[src/fdrc_consts.vh]
// Constants for the floppy read-command parameter block
`ifndef FDRC_CONSTS_VH
`define FDRC_CONSTS_VH

// ----------------------------------------------------------------
// APB register byte offsets
// ----------------------------------------------------------------
`define FDRC_ADDR_MSR      8'h00
`define FDRC_ADDR_DATA     8'h04
`define FDRC_ADDR_CTRL     8'h08
`define FDRC_ADDR_STEP     8'h0c
`define FDRC_ADDR_ISTAT    8'h10
`define FDRC_ADDR_IMASK    8'h14

// ----------------------------------------------------------------
// Control register fields and reset value
// ----------------------------------------------------------------
`define FDRC_CTRL_STEP_LSB 0
`define FDRC_CTRL_STRD_LSB 4
`define FDRC_CTRL_SCAN_BIT 6
`define FDRC_CTRL_SPC_LSB  8
`define FDRC_CTRL_RESET    16'h1a10

// ----------------------------------------------------------------
// Main status bits
// ----------------------------------------------------------------
`define FDRC_MSR_BUSY      4
`define FDRC_MSR_DIR       6
`define FDRC_MSR_READY     7

// ----------------------------------------------------------------
// Command codes and byte counts
// ----------------------------------------------------------------
`define FDRC_OP_READ       5'h06
`define FDRC_OP_READ_DEL   5'h0c
`define FDRC_CMD_BYTES     4'h9
`define FDRC_RES_BYTES     3'h7
`define FDRC_ST0_ABNORMAL  8'h40
`define FDRC_ST0_INVALID   8'h80
`define FDRC_ST1_END_CYL   8'h80
`define FDRC_ST2_CTRL_MARK 8'h40

// ----------------------------------------------------------------
// Interrupt status bits
// ----------------------------------------------------------------
`define FDRC_IRQ_DONE      0
`define FDRC_IRQ_STEP      1

// ----------------------------------------------------------------
// Timing
// ----------------------------------------------------------------
`define FDRC_CLK_PERIOD_NS 8
`define FDRC_STEP_UNIT_NS  1000000
`define FDRC_STEP_UNIT_CYC (`FDRC_STEP_UNIT_NS / `FDRC_CLK_PERIOD_NS)

`endif

[src/fdrc_read_cmd.v]
// Read/read-deleted command interpreter with APB access and step timer
//
// Added by the designer: the APB interface to the registers and the register offsets.
`timescale 1ns/100ps
`include "fdrc_consts.vh"
// Behaviour
// - Step pulses are spaced by a programmable 1 to 16 ms interval.
// - Four post-command flag bytes hold status of the last command.
// - Flag bytes are readable only in the result phase after execution.
// - Flag bytes are separate from the main status seen with select low.
// - Scan with stride one handles every contiguous sector.
// - Scan with stride two handles only alternate sectors.
// - The opcode skip flag decides if sectors whose mark does not match the command are passed over.
// - The sectors-per-cylinder value bounds the walk along the track.
// - The record byte names the first sector; the result returns the ID.
// - The two drive-select bits address the drive used by the command.
// - Select low gives the main status, select high the data register.
// - Multi-track continues onto the second head of the cylinder.
module fdrc_read_cmd #(
  parameter UNIT_CYC = `FDRC_STEP_UNIT_CYC
) (
  input  wire        pclk,
  input  wire        presetn,
  input  wire        psel,
  input  wire        penable,
  input  wire        pwrite,
  input  wire [7:0]  paddr,
  input  wire [31:0] pwdata,
  output reg  [31:0] prdata,
  output reg         pready,
  output reg         pslverr,
  output reg         irq,
  output reg  [1:0]  drive_sel,
  output reg         head_sel,
  output reg  [7:0]  sector_num,
  output reg         sector_req,
  input  wire        sector_done,
  input  wire        sector_deleted,
  output reg         step_out
);

  // ----------------------------------------------------------------
  // Phases
  // ----------------------------------------------------------------
  localparam [1:0] PH_CMD  = 2'd0;
  localparam [1:0] PH_REQ  = 2'd1;
  localparam [1:0] PH_WAIT = 2'd2;
  localparam [1:0] PH_RES  = 2'd3;

  reg  [1:0]  phase_r;
  reg  [3:0]  cmd_idx_r;
  reg  [2:0]  res_idx_r;
  reg  [7:0]  param_r [0:8];
  reg  [7:0]  flags_r [0:3];
  reg  [7:0]  cur_r;
  reg  [15:0] ctrl_r;
  reg  [1:0]  istat_r;
  reg  [1:0]  imask_r;
  reg  [7:0]  steps_r;
  reg  [23:0] timer_r;
  reg         step_busy_r;
  integer     i;

  function is_read_op;
    input [7:0] op;
    begin
      is_read_op = (op[4:0] == `FDRC_OP_READ) ||
                   (op[4:0] == `FDRC_OP_READ_DEL);
    end
  endfunction

  // ----------------------------------------------------------------
  // Decoding
  // ----------------------------------------------------------------
  wire        xfer     = psel & penable & pready;
  wire        wr       = xfer & pwrite;
  wire        rd       = xfer & ~pwrite;
  wire        a_data   = (paddr == `FDRC_ADDR_DATA);
  wire        a_msr    = (paddr == `FDRC_ADDR_MSR);
  wire        a_ctrl   = (paddr == `FDRC_ADDR_CTRL);
  wire        a_step   = (paddr == `FDRC_ADDR_STEP);
  wire        a_istat  = (paddr == `FDRC_ADDR_ISTAT);
  wire        a_imask  = (paddr == `FDRC_ADDR_IMASK);
  wire        mapped   = a_data | a_msr | a_ctrl | a_step | a_istat | a_imask;
  wire [7:0]  opcode   = param_r[0];
  wire        multi    = opcode[7];
  wire        omit_del = opcode[5];
  wire        want_del = (opcode[4:0] == `FDRC_OP_READ_DEL);
  wire [1:0]  stride   = ctrl_r[`FDRC_CTRL_STRD_LSB +: 2];
  wire        scan_on  = ctrl_r[`FDRC_CTRL_SCAN_BIT];
  wire [7:0]  spc      = ctrl_r[`FDRC_CTRL_SPC_LSB +: 8];
  wire [3:0]  step_cd  = ctrl_r[`FDRC_CTRL_STEP_LSB +: 4];
  wire [7:0]  final_s  = param_r[6];
  wire [7:0]  advance  = (scan_on && stride == 2'd2) ? 8'h02 : 8'h01;
  wire [7:0]  next_s   = cur_r + advance;
  // status register layout on select low
  wire [7:0]  msr = {(phase_r == PH_CMD) | (phase_r == PH_RES),
                     phase_r == PH_RES, 1'b0, phase_r != PH_CMD,
                     {3'b000, step_busy_r} << drive_sel};
  wire        data_ok  = pwrite ? (phase_r == PH_CMD) : (phase_r == PH_RES);
  reg  [1:0]  phase_r_nxt;
  reg         step_ev;
  wire        done_ev  = (phase_r != PH_RES) && (phase_r_nxt == PH_RES);
  wire [23:0] interval = ({20'h00000, step_cd} + 24'h000001) *
                         UNIT_CYC[23:0];

  // result bytes come only from the data register
  wire [7:0]  res_byte = (res_idx_r < 3'd3) ? flags_r[res_idx_r[1:0]] :
                         (res_idx_r == 3'd3) ? param_r[2] :
                         (res_idx_r == 3'd4) ? {7'h00, head_sel} :
                         (res_idx_r == 3'd5) ? cur_r : param_r[5];

  // ----------------------------------------------------------------
  // APB slave, one wait state
  // ----------------------------------------------------------------
  always @(posedge pclk or negedge presetn) begin
    if (!presetn) begin
      pready  <= 1'b0;
      pslverr <= 1'b0;
      prdata  <= 32'h00000000;
    end else begin
      pready  <= psel & penable & ~pready;
      pslverr <= 1'b0;
      if (psel & penable & ~pready) begin
        pslverr <= ~mapped | (a_data & ~data_ok) | (pwrite & a_msr);
        prdata  <= 32'h00000000;
        if (!pwrite) begin
          if (a_msr)
            prdata <= {24'h000000, msr};
          // flag bytes only during result phase
          if (a_data && phase_r == PH_RES)
            prdata <= {24'h000000, res_byte};
          if (a_ctrl)
            prdata <= {16'h0000, ctrl_r};
          if (a_step)
            prdata <= {24'h000000, steps_r};
          if (a_istat)
            prdata <= {30'h0, istat_r};
          if (a_imask)
            prdata <= {30'h0, imask_r};
        end
      end
    end
  end

  // ----------------------------------------------------------------
  // Software registers and interrupt
  // ----------------------------------------------------------------
  always @(posedge pclk or negedge presetn) begin
    if (!presetn) begin
      ctrl_r  <= `FDRC_CTRL_RESET;
      imask_r <= 2'b00;
      istat_r <= 2'b00;
      irq     <= 1'b0;
    end else begin
      if (wr && a_ctrl)
        ctrl_r <= pwdata[15:0];
      if (wr && a_imask)
        imask_r <= pwdata[1:0];
      // Read clears, but a same-cycle event survives
      istat_r <= ((rd && a_istat) ? 2'b00 : istat_r) | {step_ev, done_ev};
      irq     <= |(istat_r & imask_r);
    end
  end

  // ----------------------------------------------------------------
  // Command sequencer
  // ----------------------------------------------------------------
  always @* begin
    phase_r_nxt = phase_r;
    case (phase_r)
      PH_CMD:
        if (wr && a_data && cmd_idx_r == 4'd0 && !is_read_op(pwdata[7:0]))
          phase_r_nxt = PH_RES;
        else if (wr && a_data && cmd_idx_r == `FDRC_CMD_BYTES - 4'd1)
          phase_r_nxt = PH_REQ;
      PH_REQ:
        phase_r_nxt = PH_WAIT;
      PH_WAIT:
        if (sector_done) begin
          if ((sector_deleted != want_del) && !omit_del)
            phase_r_nxt = PH_RES;
          else if (cur_r == final_s)
            phase_r_nxt = (multi && !head_sel) ? PH_REQ : PH_RES;
          else if (next_s > spc)
            phase_r_nxt = PH_RES;
          else
            phase_r_nxt = PH_REQ;
        end
      PH_RES:
        if (rd && a_data && (res_idx_r == `FDRC_RES_BYTES - 3'd1 ||
            flags_r[0] == `FDRC_ST0_INVALID))
          phase_r_nxt = PH_CMD;
      default:
        phase_r_nxt = PH_CMD;
    endcase
  end

  always @(posedge pclk or negedge presetn) begin
    if (!presetn) begin
      phase_r    <= PH_CMD;
      cmd_idx_r  <= 4'd0;
      res_idx_r  <= 3'd0;
      cur_r      <= 8'h00;
      drive_sel  <= 2'b00;
      head_sel   <= 1'b0;
      sector_num <= 8'h00;
      sector_req <= 1'b0;
      for (i = 0; i < 9; i = i + 1)
        param_r[i] <= 8'h00;
      for (i = 0; i < 4; i = i + 1)
        flags_r[i] <= 8'h00;
    end else begin
      phase_r    <= phase_r_nxt;
      sector_req <= 1'b0;
      case (phase_r)
        PH_CMD: begin
          if (wr && a_data) begin
            param_r[cmd_idx_r] <= pwdata[7:0];
            cmd_idx_r          <= cmd_idx_r + 4'd1;
            // unknown opcode answers with one invalid flag byte
            if (cmd_idx_r == 4'd0 && !is_read_op(pwdata[7:0])) begin
              cmd_idx_r  <= 4'd0;
              flags_r[0] <= `FDRC_ST0_INVALID;
            end
            // drive number from the select bits
            if (cmd_idx_r == 4'd1) begin
              drive_sel <= pwdata[1:0];
              head_sel  <= pwdata[2];
            end
            // first sector from the record byte
            if (cmd_idx_r == 4'd4)
              cur_r <= pwdata[7:0];
            if (cmd_idx_r == `FDRC_CMD_BYTES - 4'd1) begin
              cmd_idx_r  <= 4'd0;
              flags_r[0] <= {5'h00, head_sel, drive_sel};
              flags_r[1] <= 8'h00;
              flags_r[2] <= 8'h00;
              flags_r[3] <= {5'h00, head_sel, drive_sel};
            end
          end
        end
        PH_REQ: begin
          sector_num <= cur_r;
          sector_req <= 1'b1;
        end
        PH_WAIT: begin
          if (sector_done) begin
            // marks not matching the command skipped or ending the read
            if (sector_deleted != want_del)
              flags_r[2] <= flags_r[2] | `FDRC_ST2_CTRL_MARK;
            if ((sector_deleted == want_del) || omit_del) begin
              // move to the second head at end of track
              if (cur_r == final_s && multi && !head_sel) begin
                head_sel   <= 1'b1;
                cur_r      <= 8'h01;
                flags_r[0] <= flags_r[0] | 8'h04;
              // stop past the last sector of the cylinder
              end else if (cur_r != final_s && next_s > spc) begin
                flags_r[0] <= flags_r[0] | `FDRC_ST0_ABNORMAL;
                flags_r[1] <= `FDRC_ST1_END_CYL;
              end else if (cur_r != final_s) begin
                // scan stride two takes every second sector, otherwise each following one
                cur_r <= next_s;
              end
            end
          end
        end
        PH_RES: begin
          // result bytes read out one by one
          if (rd && a_data)
            res_idx_r <= (phase_r_nxt == PH_CMD) ? 3'd0 : res_idx_r + 3'd1;
        end
        default: begin
          cmd_idx_r <= 4'd0;
        end
      endcase
    end
  end

  // ----------------------------------------------------------------
  // Head step timer
  // ----------------------------------------------------------------
  always @* begin
    step_ev = step_busy_r && steps_r == 8'h00 && timer_r == 24'h000000;
  end

  always @(posedge pclk or negedge presetn) begin
    if (!presetn) begin
      steps_r     <= 8'h00;
      timer_r     <= 24'h000000;
      step_busy_r <= 1'b0;
      step_out    <= 1'b0;
    end else begin
      step_out <= 1'b0;
      if (timer_r != 24'h000000)
        timer_r <= timer_r - 24'h000001;
      if (wr && a_step) begin
        steps_r     <= pwdata[7:0];
        timer_r     <= 24'h000000;
        step_busy_r <= pwdata[7:0] != 8'h00;
      end else if (step_ev) begin
        step_busy_r <= 1'b0;
      // pulses spaced by the programmed interval
      end else if (steps_r != 8'h00 && timer_r == 24'h000000) begin
        step_out <= 1'b1;
        steps_r  <= steps_r - 8'h01;
        timer_r  <= interval - 24'h000001;
      end
    end
  end

endmodule

[config.mk]
export PLATFORM = sky130hd
export DESIGN_NAME = fdrc_read_cmd
export DESIGN_NICKNAME = d
export VERILOG_FILES = /design/src/fdrc_read_cmd.v
export VERILOG_INCLUDE_DIRS = /design/src /design/src/src
export SDC_FILE = /design/constraint.sdc
export NUM_CORES = 1
export LEC_CHECK = 0
export BUFFER_PORTS_ARGS = -buffer_cell sky130_fd_sc_hd__buf_2
export CORE_MARGIN = 8
export CORE_UTILIZATION = 60
export CTS_CLUSTER_SIZE = 28
export DETAILED_ROUTE_END_ITERATION = 8
export PLACE_DENSITY_LB_ADDON = 0.25
export SETUP_SLACK_MARGIN = 0.4
export SYNTH_ARGS = -nofsm -noshare
export SYNTH_HDL_FRONTEND = slang
export SYNTH_SLANG_ARGS = --single-unit
[constraint.sdc]
create_clock -name pclk -period 12.8 [get_ports pclk]
set_input_delay 1.28 -clock pclk [delete_from_list [all_inputs] [get_ports pclk]]
set_output_delay 1.28 -clock pclk [all_outputs]
set_load 0.01 [all_outputs]
Yosys cells after proc, flatten, opt, wreduce, memory -nomap -nowiden. Cells that the tools add are included. W data, S select, Z words.

Equality and inequality tests: 40. Reduce and logical (&&, ||, !) cells: 57. Shift-type cells: 1. Multiply operators: 1. Order comparisons: 5. Bitwise gates (word level): 24. Multiplexer cells: 70. Add/sub/neg operators: 7.

Operator list (number): $mux W32 (7); $mux W8 (21); $mux W24 (5); $bwmux W72 (1); $pmux W24 S2 (1); $demux W8 S4 (1); $logic_not A24 Y1 (1); $reduce_bool A24 Y1 (1); $sub A24 B1 Y24 const B (1); $logic_and A1 B1 Y1 (23); $sub A22 B1 Y23 const B (1); $reduce_and A7 Y1 (3); $mux W2 (10); $mul A5 B14 Y19 const B (1); $bmux W8 S2 (1); $eq A8 B4 Y1 const B (2); $eq A8 B5 Y1 const B (2); $logic_not A8 Y1 (2); $mux W16 (1); $pmux W8 S2 (1); $reduce_bool A8 Y1 (2); $mux W15 (1); $mux W7 (2); $ne A2 B2 Y1 const B (7); other kinds (52) (107).

Output and inout port bits: 48. Logic and storage cells: 240. Bits in registers: 217. Input port bits: 47.

Logic depth before layout (Yosys ltp).
Word-level depth: 13. Mapped depth: 17. Gate-level depth less buffers: 17.

Worst setup path after synthesis. No wires, ideal clock.

Kind: register to register. Start: register ctrl_r[0]. End: register timer_r[21]. Setup time: 94 ps. Buffers on the path: 1. Cell stages (with the launch flop): 17. Clock period less this slack: 4955 ps. Slack: 7845 ps. Data arrival time: 4862 ps. Data required time: 12706 ps. Path through: dfrtp_1 clkbuf_1 nand3_1 xor2_1 inv_1 ha_1 inv_1 fa_1 fa_1 inv_1 ha_1 a221o_1 xnor2_1 or3b_1 nor4b_2 xor2_1 a211oi_1.

Cells in the longest elaborated chain, start to end: 6.

Ends and longest elaborated chain: from (decl) (RTL line fdrc_read_cmd.v:56) `reg [15:0] ctrl_r;`; from (signal assigned) (RTL line fdrc_read_cmd.v:151) `` ctrl_r <= `FDRC_CTRL_RESET; ``; from (signal assigned) (RTL line fdrc_read_cmd.v:157) `ctrl_r <= pwdata[15:0];`; $add A4 B1 Y5 (RTL line fdrc_read_cmd.v:104) `wire [23:0] interval = ({20'h00000, step_cd} + 24'h000001) *`; $mul A5 B14 Y19 (RTL line fdrc_read_cmd.v:104); $sub A22 B1 Y23 (RTL line fdrc_read_cmd.v:308) `timer_r <= interval - 24'h000001;`; $mux W24 (RTL line fdrc_read_cmd.v:305) `end else if (steps_r != 8'h00 && timer_r == 24'h000000) begin`; $mux W24 (RTL line fdrc_read_cmd.v:302) `end else if (step_ev) begin`; $mux W24 (RTL line fdrc_read_cmd.v:298) `if (wr && a_step) begin`; to (signal assigned) (RTL line fdrc_read_cmd.v:297) `timer_r <= timer_r - 24'h000001;`; to (signal assigned) (RTL line fdrc_read_cmd.v:308); to (decl) (RTL line fdrc_read_cmd.v:60) `reg [23:0] timer_r;`.

Every way passes these cells. A chain may end at the register's enable or synchronous reset.

Worst setup path in the final report.
Start: register ctrl_r[0]. End: register timer_r[22].

Same word-level chain as after synthesis.

==> flow_summary.toml <==
[outcome]
outcome = "completed"

[clock_tree]
cts_tree = "yes"
clk_latency_ns = 0.43
clk_pin_slew_ns = 0.06
postCtsHoldBufs = 0
cts_max_path_buffers = 2
numCtsBuffers = 17
cts.repair.resized = 0
root_buffer = "clkbuf_16"
cts_sinks = 140
post_cts.repair.setup_buffers = 0
cts-htree-levels = 4

[power_and_ir_drop]
p_per_area_nw_per_um2 = 128
irDropWorstVdd_mv = 0.100
p_leak_nw = 4.71

[sta]
setup_violations = 0
fmax_ghz = 0.175
finalSetupTns_ns = 0
finalCritPeriodShare_pct = 44.7
finalClockSkew_ns = 0.0126
tightest_slew_ns = 1.03
min_period_ns = 5.72
rsz0062_at_grt = "no"
slew_violations = 0
hold_viol = 0
relSlewSlack_pct = 31.6

[critical_path]
critPathKind = "reg -> reg"
worstPathCellList = "ha_1, xor2_1, ha_1, inv_1, fa_1, fa_1, inv_1, ha_1, a221o_1, a2111oi_0, o22ai_1, nor4_1, nand4_1, o31ai_1"
cp_max_fo = 20
cpPeakStageDelay_ns = 0.95
worstSetupEndpointType = "register"
worstPathRequired_ns = 13.13
arrival_ns = 6.05
crit_top_cell = "ha_1"
critPathSlowestCell = "dfrtp_1"
startpoint_type = "register"

[die]
die_area_sq_um = 19900
num_io_pins = 95
initial_utilization_pct = 61.5
die_height_um = 141
core_area_sq_um = 15300
rows = 45
die_w_um = 141

[cells_and_area]
nFillCells = 1201
final_cells = 1238
antenna_cells = 0
layout-drive-gt1-share_pct = 19.0
nets = 1125
finalCoreUtilization_pct = 67.8
area_growth_pct = 10.1
final_cell_mix = "dfrtp_1 (136), nand2_1 (101), o21ai_0 (61), buf_2 (61), inv_1 (60)"
mostFrequentLayoutCell = "dfrtp_1"

[placed_design]
place_congestion = 0.873
io_buffers = 62
dp.cells = 1206
dp_hpwl_mm = 16.6

[synth]
synth_top_area_share_pct = 36.2
yosys_register_bits = 140
yosysSeqAreaShare_pct = 37.4
synth.area.top_cells = "dfrtp_1 (36%), ha_1 (7.6%), mux2_2 (5.6%), nand2_1 (4.0%), xnor2_1 (3.8%)"
netlist_instances = 974
yosys_warnings = 0
syn-cell-area_sq_um = 9390
ys_types = 94
synth_top_area_cell = "dfrtp_1"
ys.flop_type = "dfrtp_1"
async_reset_ff_share_pct = 100
synth-edff-count = 0
syn_avg_cell_area_sq_um = 9.64

[global_routing]
antenna_found_initial = 0
grt_pass1_vias = 7222
grt_use_met1_pct = 33.2
overflow = 0
grt_max_degree = 83
grt_usage_pct = 23.9
use_met2_pct = 36.0
busiest_layer = "met2"
grtUsageMet3_pct = 6.08
grt_pass1_wl_mm = 37.9

[flow_run]
drv_cap = 0

[min_path]
hold_path.class = "reg -> reg"

[routing]
wirelength_mm = 23.4
drc = 0
ant_nets = 0
wl_per_cell_um = 18.9
first_pass_iters = 5
via_per_inst = 6.04
num_vias = 7481
drt_iter0_drc = 662
-- layout make-up --
| cell class | count | area [sq um] | share of cell area, % |
|---|---|---|---|
| multi-input combinational | 728 | 5390 | 52.1 |
| clock inverter | 12 | 163 | 1.57 |
| clock buffer | 20 | 437 | 4.22 |
| timing repair buffer | 66 | 347 | 3.35 |
| inverter | 61 | 231 | 2.24 |
| tap | 211 | 264 | 2.55 |
| sequential | 140 | 3510 | 33.9 |
-- cell usage after synthesis (4+ instances only) --
master	instances
dfrtp_1	136
nand2_1	101
o21ai_0	61
inv_1	60
ha_1	57
nor2_1	48
mux2_2	47
a21oi_1	41
xnor2_1	41
xor2_1	31
clkbuf_1	28
nand3_1	22
nor3_1	22
buf_4	19
nor4_1	17
a22o_1	13
buf_2	11
nand2b_1	11
o22ai_1	11
nor2b_1	10
a22oi_1	9
and3_1	9
mux2i_1	9
nand4_1	9
a21o_1	8
fa_1	7
a211oi_1	6
and2_1	6
o31ai_1	6
or2_2	6
nand3b_1	5
a2111oi_0	4
dfstp_2	4
mux2_4	4
nor4_2	4
-- power by group --
part,switching (mW),internal [mW],total [mW]
logic,0.168,0.113,0.281
clock network,0.197,0.309,0.506
registers,0.0557,0.481,0.537
-- worst max-delay path, delay by kind of cell, from the launching register on --
family | cells | cell delay (ns)
adders and majority gates | 5 | 2.11
AOI/OAI and AO/OA | 4 | 1.42
DFF | 1 | 0.95
and+or+nand+nor | 2 | 0.54
xor gates and xnor gates | 1 | 0.49
buffers and inverters | 2 | 0.12
-- metal layers --
| metal | routed length [um] | part of all wire [%] |
|---|---|---|
| met1 | 10800 | 46 |
| met2 | 10300 | 44 |
| met3 | 1830 | 7.8 |
| met4 | 486 | 2.1 |
| met5 | 0 | 0 |
-- cell families (layout without fill, tap and decap cells) --
logic type | count (synthesis) | in the layout | share of synthesized area, %
compound gates | 211 | 211 | 15.8
xor+xnor | 72 | 72 | 6.72
fa+ha+maj | 64 | 64 | 9.09
buf+inv | 121 | 159 | 5.93
flops | 140 | 140 | 37.4
mux | 61 | 61 | 7.36
other cells | 1 | 16 | 0.0399
simple gates | 304 | 304 | 17.7
-- registers in the layout (all words and copies together) (netlist names), 2 cells and up --
name / cells
sector_num: 8
timer_r: 24
imask_r: 2
ctrl_r: 16
cmd_idx_r: 4
prdata: 16
phase_r: 2
param_r: 16
drive_sel: 2
final_s: 8
istat_r: 2
steps_r: 8
flags_r: 7
opcode: 7
cur_r: 8
res_idx_r: 3
-- metrics by stage --
step                cell area (sq um)  total power, mW  hold WS [ns]  setup slack (ns)
floorplan                        9450            0.725         0.444              7.84
global placement                 9740            0.805         0.456              7.19
detailed placement               9740            0.815         0.465              7.10
CTS                             10300             1.32         0.480              7.09
global route                    10300             1.38         0.504              6.70
finish                          10300             1.32         0.472              7.08
-- path summary, 6_finish.rpt --
check                      slack [ns]       from  cells after the start          end
hold reg to reg                  0.47  prdata[1]                      1    prdata[1]
max in group asynchronous       10.59    presetn                      2   steps_r[5]
setup / recovery                 7.08  ctrl_r[0]                     14  timer_r[22]
min in group asynchronous        0.81    presetn                      1     step_out
setup reg to reg                 7.08  ctrl_r[0]                     14  timer_r[22]
hold / removal                   0.47  prdata[1]                      1    prdata[1]
No activity file was read; power rests on OpenSTA's default activity.
